===== src/rrf_pkg.sv =====
package rrf_pkg;
    // Opcode upper-byte fields
    localparam logic [3:0] OP_HI_RRC     = 4'h3;
    localparam logic [3:0] OP_HI_RRN     = 4'h4;
    localparam logic [3:0] OP_HI_FILL    = 4'h6;
    localparam logic [1:0] OP_LO_ROT     = 2'h0;
    localparam logic [2:0] OP_LO_FILL    = 3'h4;
    localparam int         HI_NIB_MSB    = 15;
    localparam int         HI_NIB_LSB    = 12;
    localparam int         ROT_SEL_MSB   = 11;
    localparam int         ROT_SEL_LSB   = 10;
    localparam int         FILL_SEL_MSB  = 11;
    localparam int         FILL_SEL_LSB  = 9;
    localparam int         D_BIT         = 9;
    localparam int         A_BIT         = 8;
    localparam int         ADDR_MSB      = 7;
    localparam int         ADDR_LSB      = 0;
    localparam logic [7:0] FILL_VALUE    = 8'hff;
    localparam logic [3:0] ACCESS_BANK   = 4'h0;
    localparam logic [1:0] DEST_ACC      = 2'h0;
    // Quarter phases of one instruction cycle
    typedef enum logic [1:0] {
        PH_DECODE,
        PH_READ,
        PH_PROCESS,
        PH_WRITE
    } rrf_phase_e;
    typedef enum logic [1:0] {
        OP_NONE,
        OP_RRC,
        OP_RRN,
        OP_FILL
    } rrf_op_e;
endpackage

===== src/rrf_exec.sv =====
// What this block does
// - Rotate-through-carry shifts right, old bit 0 goes to carry, old carry to bit 7.
// - Rotate-through-carry decodes from upper nibbles 0011 then 00da, low byte address.
// - Rotate-through-carry updates carry, negative and zero only.
// - Destination bit 0 sends the result to the accumulator, 1 to the file register.
// - Bank bit 0 uses the fixed access bank, 1 uses the bank select register.
// - Plain rotate (0100 then 00da) shifts right and copies old bit 0 to bit 7.
// - Plain rotate updates negative and zero, carry keeps its value.
// - Fill (0110 then 100a) writes FFh to the file register and alters no flag.
// - Each instruction is one word in one cycle: decode, read, process, write phases.
//
// Implementation choices: strobed register access and the register addresses.
`timescale 1ns/1ps
module rrf_exec (
    // Clock and reset
    input  wire logic        clk,
    input  wire logic        rst,
    // Instruction in
    input  wire logic        instrValid,
    input  wire logic [15:0] instrWord,
    input  wire logic [3:0]  bankSelectReg,
    // File register port
    output logic      [11:0] fileAddr,
    output logic             fileRead,
    input  wire logic [7:0]  fileRdata,
    output logic             fileWrite,
    output logic      [7:0]  fileWdata,
    // Results and flags
    output logic      [7:0]  accReg,
    output logic             carryFlag,
    output logic             negFlag,
    output logic             zeroFlag,
    output logic             busy,
    output logic             done,
    output logic             illegal
);
    // Sequencer state
    rrf_pkg::rrf_phase_e phaseReg;
    rrf_pkg::rrf_phase_e phaseNext;
    rrf_pkg::rrf_op_e    opReg;
    rrf_pkg::rrf_op_e    decodedOp;
    logic [15:0]         instrHoldReg;
    logic                takeInstr;
    logic                rejectInstr;
    logic                inWrite;

    // Datapath state
    logic [11:0]         fileAddrNext;
    logic [7:0]          operandReg;
    logic [7:0]          resultReg;
    logic [7:0]          resultNext;
    logic                newCarryReg;
    logic                newCarryNext;
    logic                destFile;
    logic                rotateOp;
    logic                resultIsZero;

    // Combinational opcode decode
    always_comb begin
        decodedOp = rrf_pkg::OP_NONE;
        if (instrWord[rrf_pkg::HI_NIB_MSB:rrf_pkg::HI_NIB_LSB] == rrf_pkg::OP_HI_RRC &&
            instrWord[rrf_pkg::ROT_SEL_MSB:rrf_pkg::ROT_SEL_LSB] == rrf_pkg::OP_LO_ROT) begin
            decodedOp = rrf_pkg::OP_RRC;
        end else if (instrWord[rrf_pkg::HI_NIB_MSB:rrf_pkg::HI_NIB_LSB] == rrf_pkg::OP_HI_RRN &&
            instrWord[rrf_pkg::ROT_SEL_MSB:rrf_pkg::ROT_SEL_LSB] == rrf_pkg::OP_LO_ROT) begin
            decodedOp = rrf_pkg::OP_RRN;
        end else if (instrWord[rrf_pkg::HI_NIB_MSB:rrf_pkg::HI_NIB_LSB] == rrf_pkg::OP_HI_FILL
            && instrWord[rrf_pkg::FILL_SEL_MSB:rrf_pkg::FILL_SEL_LSB] == rrf_pkg::OP_LO_FILL) begin
            decodedOp = rrf_pkg::OP_FILL;
        end
    end

    // A word is taken only in the decode phase while idle
    always_comb begin
        takeInstr   = 1'b0;
        rejectInstr = 1'b0;
        // Refused words leave the sequencer where it is
        if (phaseReg == rrf_pkg::PH_DECODE && !busy && instrValid) begin
            takeInstr   = (decodedOp != rrf_pkg::OP_NONE);
            rejectInstr = (decodedOp == rrf_pkg::OP_NONE);
        end
    end

    // Quarter phases: decode, read, process, write
    // Limitation: one instruction in flight, no overlap with the next fetch
    always_comb begin
        phaseNext = phaseReg;
        case (phaseReg)
            rrf_pkg::PH_DECODE: begin
                if (takeInstr) begin
                    phaseNext = rrf_pkg::PH_READ;
                end
            end
            rrf_pkg::PH_READ: begin
                phaseNext = rrf_pkg::PH_PROCESS;
            end
            rrf_pkg::PH_PROCESS: begin
                phaseNext = rrf_pkg::PH_WRITE;
            end
            rrf_pkg::PH_WRITE: begin
                phaseNext = rrf_pkg::PH_DECODE;
            end
            // Stray phase codes fall back to decode rather than lock up
            default: begin
                phaseNext = rrf_pkg::PH_DECODE;
            end
        endcase
    end

    always_ff @(posedge clk) begin
        if (rst) begin
            phaseReg <= rrf_pkg::PH_DECODE;
        end else begin
            phaseReg <= phaseNext;
        end
    end

    // Busy spans read to write, so a word offered then is ignored
    always_ff @(posedge clk) begin
        if (rst) begin
            busy <= 1'b0;
        end else if (takeInstr) begin
            busy <= 1'b1;
        end else if (phaseReg == rrf_pkg::PH_WRITE) begin
            busy <= 1'b0;
        end
    end

    // Opcode and word are held; the inputs may move on after the take
    always_ff @(posedge clk) begin
        if (rst) begin
            opReg <= rrf_pkg::OP_NONE;
        end else if (takeInstr) begin
            opReg <= decodedOp;
        end
    end

    // Destination bit is read from the held word in the write phase
    always_ff @(posedge clk) begin
        if (rst) begin
            instrHoldReg <= 16'h0000;
        end else if (takeInstr) begin
            instrHoldReg <= instrWord;
        end
    end

    // Undecodable word: one pulse and nothing else
    always_ff @(posedge clk) begin
        if (rst) begin
            illegal <= 1'b0;
        end else begin
            illegal <= rejectInstr;
        end
    end

    // Bank-qualified address, held for read and write
    always_comb begin
        if (instrWord[rrf_pkg::A_BIT]) begin
            fileAddrNext = {bankSelectReg,
                            instrWord[rrf_pkg::ADDR_MSB:rrf_pkg::ADDR_LSB]};
        end else begin
            // Access bank ignores the bank select register entirely
            fileAddrNext = {rrf_pkg::ACCESS_BANK,
                            instrWord[rrf_pkg::ADDR_MSB:rrf_pkg::ADDR_LSB]};
        end
    end

    always_ff @(posedge clk) begin
        if (rst) begin
            fileAddr <= 12'h000;
        end else if (takeInstr) begin
            fileAddr <= fileAddrNext;
        end
    end

    // Operand read strobe in the read phase
    always_ff @(posedge clk) begin
        if (rst) begin
            fileRead <= 1'b0;
        end else begin
            fileRead <= takeInstr;
        end
    end

    // Memory answers in the strobe cycle, so capture on that edge
    always_ff @(posedge clk) begin
        if (rst) begin
            operandReg <= 8'h00;
        end else if (phaseReg == rrf_pkg::PH_READ) begin
            operandReg <= fileRdata;
        end
    end

    // Process phase: result and carry from the held operand
    always_comb begin
        resultNext   = operandReg;
        newCarryNext = carryFlag;
        case (opReg)
            rrf_pkg::OP_RRC: begin
                resultNext   = {carryFlag, operandReg[7:1]};
                newCarryNext = operandReg[0];
            end
            rrf_pkg::OP_RRN: begin
                resultNext = {operandReg[0], operandReg[7:1]};
            end
            rrf_pkg::OP_FILL: begin
                resultNext = rrf_pkg::FILL_VALUE;
            end
            // Unused opcodes pass the operand through unchanged
            default: begin
                resultNext = operandReg;
            end
        endcase
    end

    // Registered so the write phase sees a settled result
    always_ff @(posedge clk) begin
        if (rst) begin
            resultReg <= 8'h00;
        end else if (phaseReg == rrf_pkg::PH_PROCESS) begin
            resultReg <= resultNext;
        end
    end

    // Carry is committed only in the write phase
    always_ff @(posedge clk) begin
        if (rst) begin
            newCarryReg <= 1'b0;
        end else if (phaseReg == rrf_pkg::PH_PROCESS) begin
            newCarryReg <= newCarryNext;
        end
    end

    // Write-phase qualifiers
    always_comb begin
        inWrite      = (phaseReg == rrf_pkg::PH_WRITE);
        rotateOp     = (opReg == rrf_pkg::OP_RRC) || (opReg == rrf_pkg::OP_RRN);
        // Fill carries no destination bit; bit 9 belongs to its opcode
        destFile     = (opReg == rrf_pkg::OP_FILL) || instrHoldReg[rrf_pkg::D_BIT];
        resultIsZero = (resultReg == 8'h00);
    end

    // Destination steering
    always_ff @(posedge clk) begin
        if (rst) begin
            fileWrite <= 1'b0;
        end else begin
            fileWrite <= inWrite && destFile;
        end
    end

    // Write data holds until the next write
    always_ff @(posedge clk) begin
        if (rst) begin
            fileWdata <= 8'h00;
        end else if (inWrite && destFile) begin
            fileWdata <= resultReg;
        end
    end

    // Accumulator keeps its value when the file register is the target
    always_ff @(posedge clk) begin
        if (rst) begin
            accReg <= 8'h00;
        end else if (inWrite && !destFile) begin
            accReg <= resultReg;
        end
    end

    // Completion pulse registered from the write phase, high in the cycle after it
    always_ff @(posedge clk) begin
        if (rst) begin
            done <= 1'b0;
        end else begin
            done <= inWrite;
        end
    end

    // Carry moves only for rotate-through-carry; plain rotate and fill keep it
    always_ff @(posedge clk) begin
        if (rst) begin
            carryFlag <= 1'b0;
        end else if (inWrite && (opReg == rrf_pkg::OP_RRC)) begin
            carryFlag <= newCarryReg;
        end
    end

    // Negative and zero follow either rotate; fill leaves them alone
    always_ff @(posedge clk) begin
        if (rst) begin
            negFlag <= 1'b0;
        end else if (inWrite && rotateOp) begin
            negFlag <= resultReg[7];
        end
    end

    // Zero compare is made once, in the qualifier block
    always_ff @(posedge clk) begin
        if (rst) begin
            zeroFlag <= 1'b0;
        end else if (inWrite && rotateOp) begin
            zeroFlag <= resultIsZero;
        end
    end
endmodule


===== config.mk =====
export PLATFORM = sky130hd
export DESIGN_NAME = rrf_exec
export DESIGN_NICKNAME = d
export VERILOG_FILES = /design/src/rrf_pkg.sv /design/src/rrf_exec.sv
export SDC_FILE = /design/constraint.sdc
export NUM_CORES = 1
export LEC_CHECK = 0
export BUFFER_PORTS_ARGS = -buffer_cell sky130_fd_sc_hd__buf_2
export CORE_AREA = 2 2 80 82
export DETAILED_ROUTE_END_ITERATION = 10
export DIE_AREA = 0 0 82 84
export HOLD_SLACK_MARGIN = 0.03
export PLACE_DENSITY_LB_ADDON = 0.12
export SLEW_MARGIN = 5
export SYNTH_ARGS = -nofsm -noshare
export SYNTH_HDL_FRONTEND = slang
export SYNTH_SLANG_ARGS = --single-unit

===== constraint.sdc =====
create_clock -name clk -period 3.92 [get_ports clk]
set_input_delay 0.588 -clock clk [delete_from_list [all_inputs] [get_ports clk]]
set_output_delay 0.588 -clock clk [all_outputs]
set_load 0.02 [all_outputs]

Word level (Yosys, flattened, before mapping):

Index checks and enable logic that the tools add are counted.

* reductions and logical operators: 20
* eq/ne operators: 11
* multiplexer cells: 11
* bitwise operators: 1

Operators by type and width (count)
* 8-bit one-hot mux with 3 select lines: 1
* 12-bit two-way mux: 1
* 1-bit logical AND: 9
* 2-bit equality test, second input constant: 4
* 4-bit by 3-bit equality test with 1-bit output, second input constant: 2
* 8-bit zero test: 1
* 2-bit two-way mux: 4
* 2-bit one-hot mux with 4 select lines: 1
* 2-bit zero test: 3
* 2-bit by 1-bit equality test with 1-bit output, second input constant: 2
* 4-bit by 2-bit equality test with 1-bit output, second input constant: 1
* 1-bit two-way mux: 4
* 2-bit nonzero test: 2
* 3-bit equality test, second input constant: 1
* 1-bit zero test: 2
* 1-bit logical OR: 2
* 2-bit != test, second input constant: 1
* 2-bit OR reduction: 1
* 1-bit inverter: 1

* input port bits: 31
* output and inout bits: 36
* logic and storage cells: 60
* register bits: 67

Logic depth before layout (Yosys ltp):

Gate-level depths: netlist of run 1.

* depth in word-level cells: 9
* depth in mapped cells: 8
* mapped depth without buffers: 6

Least setup slack after synthesis of run 1:

Ideal clock, no wire load.

* path type: input to register
* from: in instrWord[13]
* to: reg fileAddr[10]
* setup slack: 2.159 ns
* required time: 3.802 ns
* arrival: 1.643 ns
* stages: 7
* setup time: 0.118 ns
* path through: nor3b_2 > and4b_1 > buf_6 > o31a_1 > buf_6 > buf_12 > mux2i_1

* word-level cells in the longest chain between the ends: 7
* elaborated cells on any way between the ends: 11
* classes of those cells: eq/ne: 3; mux: 4; reduce/logical: 4

Ends and longest elaborated chain
* start: declaration: line rrf_exec.sv:20 `input wire logic [15:0] instrWord,`
* 4-bit by 3-bit equality test with 1-bit output: line rrf_exec.sv:67 `end else if (instrWord[rrf_pkg::HI_NIB_MSB:rrf_pkg::HI_NIB_LSB] == rrf_pkg::OP_HI_FILL`
* 1-bit logical AND: line rrf_exec.sv:68 `&& instrWord[rrf_pkg::FILL_SEL_MSB:rrf_pkg::FILL_SEL_LSB] == rrf_pkg::OP_LO_FILL) begin`
* 2-bit two-way mux: line rrf_exec.sv:67
* 2-bit two-way mux: line rrf_exec.sv:64 `end else if (instrWord[rrf_pkg::HI_NIB_MSB:rrf_pkg::HI_NIB_LSB] == rrf_pkg::OP_HI_RRN &&`
* 2-bit two-way mux *: line rrf_exec.sv:61 `if (instrWord[rrf_pkg::HI_NIB_MSB:rrf_pkg::HI_NIB_LSB] == rrf_pkg::OP_HI_RRC &&`
* 2-bit nonzero test *: line rrf_exec.sv:79 `takeInstr = (decodedOp != rrf_pkg::OP_NONE);`
* 1-bit two-way mux *: line rrf_exec.sv:78 `if (phaseReg == rrf_pkg::PH_DECODE && !busy && instrValid) begin`
* end signal: assignment: line rrf_exec.sv:172 `fileAddr <= fileAddrNext;`
* end: declaration: line rrf_exec.sv:23 `output logic [11:0] fileAddr,`

Every way passes the cells marked *; elsewhere a longest branch is shown, timed or not.
A chain may end at the register's enable or synchronous reset.

Worst setup path in the final report of run 1:

* from: reg phaseReg[0]
* to: reg fileAddr[9]

* word-level cells in the longest chain between the ends: 4

Ends and longest elaborated chain
* start: declaration: line rrf_exec.sv:38 `rrf_pkg::rrf_phase_e phaseReg;`
* start signal: assignment: line rrf_exec.sv:112 `phaseReg <= rrf_pkg::PH_DECODE;`
* start signal: assignment: line rrf_exec.sv:114 `phaseReg <= phaseNext;`
* 2-bit zero test: line rrf_exec.sv:78
* 1-bit logical AND (2 in a row): line rrf_exec.sv:78
* 1-bit two-way mux: line rrf_exec.sv:78

No other way between the ends.

==> results.txt, run 1 <==
Post-synth EDFFs: 0
final setup skew: 0.00662 ns
Initial Utilization: 0.436
Mapped Nets: 328
crit path max fanout: 13
R2R Setup Slk: 1.82 ns
Die Y: 84 um
Yosys top cell area share: 0.437
CTS clk-pin slew, worst paths: 0.06 ns
slowest stage delay, CP: 0.74 ns
Initial DRC Count: 96
worst hold path class: flip-flop to flip-flop
crit-path cells: inv_1 -> ha_1 -> nand2_1 -> nor2_1 -> o31a_1 -> mux2i_1
Layout Nets: 378
Port Buffer Count: 66
Via Count: 2011
hold buffers post-CTS: 0
Sw Pwr: 0.000264 W
Setup CP Type: flip-flop to flip-flop
Slew Limit Fails: 0
Synth Area per Inst: 9.23 um^2
global-route wire length before repair: 8.81 mm
Period Utilization, post-route: 0.536
Filler cells: 613
area grow syn2layout: 18.7%
routed len/inst: 12.5 um
CTS-repair resized insts: 0
Clock Power Share: 0.492
clock root buffer: clkbuf_8
H-tree Lvls: 3
Cell variety after synth: 34
crit start category: flip-flop
Synthesis Warnings: 0
asr flop ratio synth: 0
GRT Residual Overflow: 0
Die Area: 6890 um^2
r2r endpoint: fileAddr[9]
CTS Buffer Depth: 2
#FFs+latches synth: 58
Buffers & Inverters on Critical Path: 1
Detail Route Antenna Nets: 0
dpl hpwl: 3.56 mm
total wire length: 5.26 mm
DP Worst Slack: 1.59 ns
Final Worst Setup Slack: 1.82 ns
initial antenna violation count: 0
Synth Instances: 288
most frequent cell after synthesis: dfxtp_1
Final setup viols: 0
Core Area: 6100 um^2
Pleak: 1.37 nW
Total GRT Usage: 0.167
sequential power share: 0.456
list of most frequent post-synthesis cells: 58 x dfxtp_1, 39 x nand2b_1, 32 x mux2i_1
die width: 82 um
DRC viols: 0
Post-CTS Setup Inserts: 0
delay-heaviest family, CP: compound AO/OA/AOI/OAI gates
PnR Total Power: 0.00131 W
vias in the first global route: 1933
top cells by area, synth: dfxtp_1 44%, mux2i_1 12%, nand2b_1 9.2%
clk sinks: 58
TNS Setup: 0 ns
reg2reg start: phaseReg[0]
cell taking the most area after synthesis: dfxtp_1
Antenna Cells: 0
Power Density: 416 nW/um^2
Max-Cap Viols: 0
VDD IR-drop max: 0.258 mV
worst-margin pin slew: 1.07 ns
Row Count: 29
routability cong.: 0.719
Req. time, crit path: 4.18 ns
I/O pin count: 67
switch share: 0.201
CTS buffer count: 9
crit path DAT: 2.36 ns
Comb power frac: 0.052
Worst Hold End: accReg[6]
CP max-delay cell: o31a_1
post-synthesis sequential area ratio: 0.437
Hold Crit Depth: 2
Tmin final: 2.10 ns
Synth Cell Area: 2660 um^2
Slew headroom: 0.286
Pre-Repair DR Iteration Count: 4
HP Start: accReg[6]
layout cells sized above 1: 0.251
Main synth FF type: dfxtp_1
status: completed
Internal: 0.00105 W
pin count of the biggest net entering global routing: 72
worst reg-to-reg path cell count: 6
CTS tree: yes
vias per std cell: 4.79
post-layout util: 0.517
WHS: 0.451 ns
unrepaired setup endpoints after global routing: false
CP Capture Type: flip-flop
final hold violations: 0
FMAX: 476 MHz
clk_lat worst skew: 0.33 ns
==> kinds of logic (layout without fill, tap and decap cells) <==
| kind of cell | count (synthesis) | after routing | share of synthesized area |
|---|---|---|---|
| simple gates | 116 | 116 | 0.230 |
| mux | 32 | 32 | 0.121 |
| fa+ha+maj | 9 | 9 | 0.0424 |
| compound gates | 41 | 41 | 0.101 |
| buf+inv | 32 | 87 | 0.0687 |
| flops | 58 | 58 | 0.437 |
==> metrics by stage <==
step / cell area, um^2 / std cells
after CTS: 3150 / 420
final: 3150 / 420
after global placement: 2920 / 404
after detailed placement: 2920 / 404
after global routing: 3150 / 420
after floorplan: 2660 / 288
==> tightest hold or removal path: stages (launching register included) <==
cell and delay [ns]:
dfxtp_1 0.30, nand2_1 0.05, a21oi_1 0.05
==> layout by cell type (no fill, tap or decap), types with 7 or more instances in the layout <==
cell / instances
nand2_1: 25
dfxtp_1: 58
nand3_1: 9
a21oi_1: 20
mux2i_1: 32
buf_2: 66
nor2_1: 24
a211o_1: 7
clkbuf_8: 9
ha_1: 9
nand2b_1: 39
==> power by group through the flow <==
stage	clock network (W)	logic (W)	registers (W)
detailed placement	0	0.0000688	0.000612
floorplan	0	0.0000447	0.000613
global route	0.000696	0.0000774	0.000599
finish	0.000646	0.0000683	0.000599
CTS	0.000674	0.0000692	0.000599
global placement	0	0.0000685	0.000612
==> how the worst max path moves through the flow <==
stage                        from               to  slack [ns]  depth (start not counted)
global placement    instrWord[11]  instrHoldReg[0]        1.64                          5
floorplan           instrWord[13]     fileAddr[10]        2.16                          7
CTS                   phaseReg[0]      fileAddr[9]        1.80                          6
detailed placement  instrWord[11]      fileAddr[9]        1.59                          5
finish                phaseReg[0]      fileAddr[9]        1.82                          6
global route          phaseReg[0]      fileAddr[8]        1.63                          6
==> sequential cells by signal (all words and copies together), names as in the netlist <==
name / count
carryFlag: 1
negFlag: 1
done: 1
fileWrite: 1
fileAddr: 4
newCarryReg: 1
resultReg: 8
illegal: 1
fileWdata: 8
phaseReg: 2
busy: 1
opReg: 2
fileRead: 1
accReg: 8
operandReg: 8
zeroFlag: 1
instrHoldReg: 9
==> cell type report <==
class | instances | area, um^2 | area share
Sequential cell | 58 | 1160 | 0.368
Tap cell | 77 | 96.3 | 0.0305
Timing Repair Buffer | 66 | 330 | 0.105
Multi-Input combinational cell | 198 | 1310 | 0.417
Clock inverter | 5 | 103 | 0.0325
Clock buffer | 11 | 131 | 0.0417
Inverter | 5 | 18.8 | 0.00595
==> metal layers <==
metal / vias to the layer above / routed length [um] / track usage
met5: - / 0 / 0
met1: 896 / 2660 / 0.219
met2: 45 / 2270 / 0.241
li1: 1066 / - / -
met4: 0 / 52 / 0.0773
met3: 4 / 287 / 0.0606
Note: power is estimated with default switching activity, not from simulation.
==> inputs of run 2 (changes only) <==
==> constraint.sdc (replaced) <==
create_clock -name clk -period 2.06 [get_ports clk]
set_input_delay 0.309 -clock clk [delete_from_list [all_inputs] [get_ports clk]]
set_output_delay 0.309 -clock clk [all_outputs]
set_load 0.02 [all_outputs]
==> run 2 against run 1 <==
Against the previous run:
- sequential share of layout area down 0.42 points
- utilization up 0.60 points
- via count up 2.1%
- total power up 87%
- clock power up 83%
- clock skew up 0.0020 ns
- sequential power up 90%
- non-clock buffer count up 4
- maximum frequency up 21%
- setup slack worse by 1.5 ns
- combinational power up 100%
- critical path depth up 1
- highest routed layer unchanged
==> results.txt, run 2 (synthesis results as in run 1) <==
Slew Limit Fails: 0
vias in the first global route: 1846
I/O pin count: 67
crit start category: flip-flop
Layout Nets: 382
Internal: 0.00191 W
worst reg-to-reg path cell count: 7
Largest Register: instrHoldReg
HP Start: fileRdata[5]
PnR Total Power: 0.00246 W
layout cells sized above 1: 0.265
pin count of the biggest net entering global routing: 48
unrepaired setup endpoints after global routing: false
crit-path cells: inv_1 -> ha_1 -> nand2_1 -> nor2_1 -> o31a_1 -> buf_4 -> mux2i_1
DRC viols: 0
CTS-repair resized insts: 0
Via Count: 2053
commonest non-fill, non-tap cell in the layout: buf_2
status: completed
routed len/inst: 12.2 um
Pleak: 1.40 nW
Post-CTS Setup Inserts: 0
global-route wire length before repair: 8.52 mm
slowest stage delay, CP: 0.32 ns
Antenna Cells: 0
Die Area: 6890 um^2
most frequent cells in the layout: 66 x buf_2, 58 x dfxtp_1, 39 x nand2b_1
H-tree Lvls: 3
Comb power frac: 0.056
max FFs per register: 9
Core Area: 6100 um^2
dpl hpwl: 3.64 mm
routability cong.: 0.732
clk_lat worst skew: 0.33 ns
FMAX: 579 MHz
Worst Hold End: operandReg[5]
CTS buffer count: 9
Max-Cap Viols: 0
crit path DAT: 1.98 ns
Clock Power Share: 0.481
design area: 3190 um^2
final hold violations: 0
sequential power share: 0.464
vias per std cell: 4.84
worst-margin pin slew: 0.720 ns
switch share: 0.221
R2R Setup Slk: 0.33 ns
Detail Route Antenna Nets: 0
Die Y: 84 um
Hold Crit Depth: 3
r2r endpoint: instrHoldReg[7]
clk sinks: 58
die width: 82 um
reg2reg start: phaseReg[0]
Pre-Repair DR Iteration Count: 4
Final setup viols: 0
Power Density: 770 nW/um^2
worst hold path class: primary input to flip-flop
final setup skew: 0.00861 ns
Initial Utilization: 0.436
CTS clk-pin slew, worst paths: 0.07 ns
Port Buffer Count: 66
Row Count: 29
CTS tree: yes
area grow syn2layout: 20.1%
CP Capture Type: flip-flop
Period Utilization, post-route: 0.839
CP max-delay cell: dfxtp_1
Initial DRC Count: 85
post-layout util: 0.523
Sw Pwr: 0.000542 W
clock root buffer: clkbuf_8
hold buffers post-CTS: 0
crit path max fanout: 13
GRT Residual Overflow: 0
dpl cell area: 2960 um^2
initial antenna violation count: 0
Req. time, crit path: 2.31 ns
VDD IR-drop max: 0.501 mV
CTS Buffer Depth: 2
Tmin final: 1.73 ns
Total GRT Usage: 0.160
total wire length: 5.19 mm
Setup CP Type: flip-flop to flip-flop
Slew headroom: 0.520
TNS Setup: 0 ns
==> run 2: cell count changes in the layout (fill, tap and decap cells not counted) <==
cell,previous run,this run
buf_12,0,1
clkbuf_1,2,0
buf_4,0,3
clkbuf_8,9,10
clkinv_4,0,2
bufinv_16,3,2
==> run 2: power groups by stage <==
| stage | clock, W | combinational (W) | sequential, W |
|---|---|---|---|
| final | 0.00118 | 0.000137 | 0.00114 |
| after global routing | 0.00128 | 0.000153 | 0.00114 |
| after CTS | 0.00122 | 0.000139 | 0.00114 |
| after detailed placement | 0 | 0.000138 | 0.00116 |
| after global placement | 0 | 0.000137 | 0.00116 |
| after floorplan | 0 | 0.0000851 | 0.00117 |
==> run 2: worst max-delay path by stage <==
stage	start	endpoint	depth (start not counted)
2_1_floorplan	opReg[1]	resultReg[0]	7
3_3_place_gp	instrWord[11]	instrHoldReg[0]	6
3_5_place_dp	phaseReg[0]	instrHoldReg[7]	7
4_1_cts	phaseReg[0]	instrHoldReg[7]	7
5_1_grt	phaseReg[0]	instrHoldReg[6]	7
6_report	phaseReg[0]	instrHoldReg[7]	7
==> run 2: layout make-up <==
class | instances | area [um^2]
Clock buffer | 10 | 138
Clock inverter | 6 | 90.1
Fill cell | 604 | 2910
Inverter | 5 | 18.8
Multi-Input combinational cell | 198 | 1310
Sequential cell | 58 | 1160
Tap cell | 77 | 96.3
Timing Repair Buffer | 70 | 373
==> run 2: routing by layer <==
layer	track usage	wire [um]	part of all wire
met5	0	0	0
met4	0.0591	57	0.011
met3	0.0628	288	0.056
met2	0.225	2150	0.42
met1	0.220	2690	0.52
==> run 2: metrics by stage <==
stage	worst slack, ns	hold slack (ns)	std cells
finish	0.332	0.210	424
global placement	0.390	0.442	408
CTS	0.351	0.199	424
detailed placement	0.369	0.445	408
global route	0.140	0.202	424
floorplan	0.469	0.388	288
==> run 2: worst max-delay path, delay by kind of cell, from the launching register on <==
| family | cells | cell delay, ns |
|---|---|---|
| buf+inv | 2 | 0.37 |
| mux | 1 | 0.21 |
| flops | 1 | 0.32 |
| fa+ha+maj | 1 | 0.22 |
| simple gates | 2 | 0.33 |
| compound gates | 1 | 0.19 |
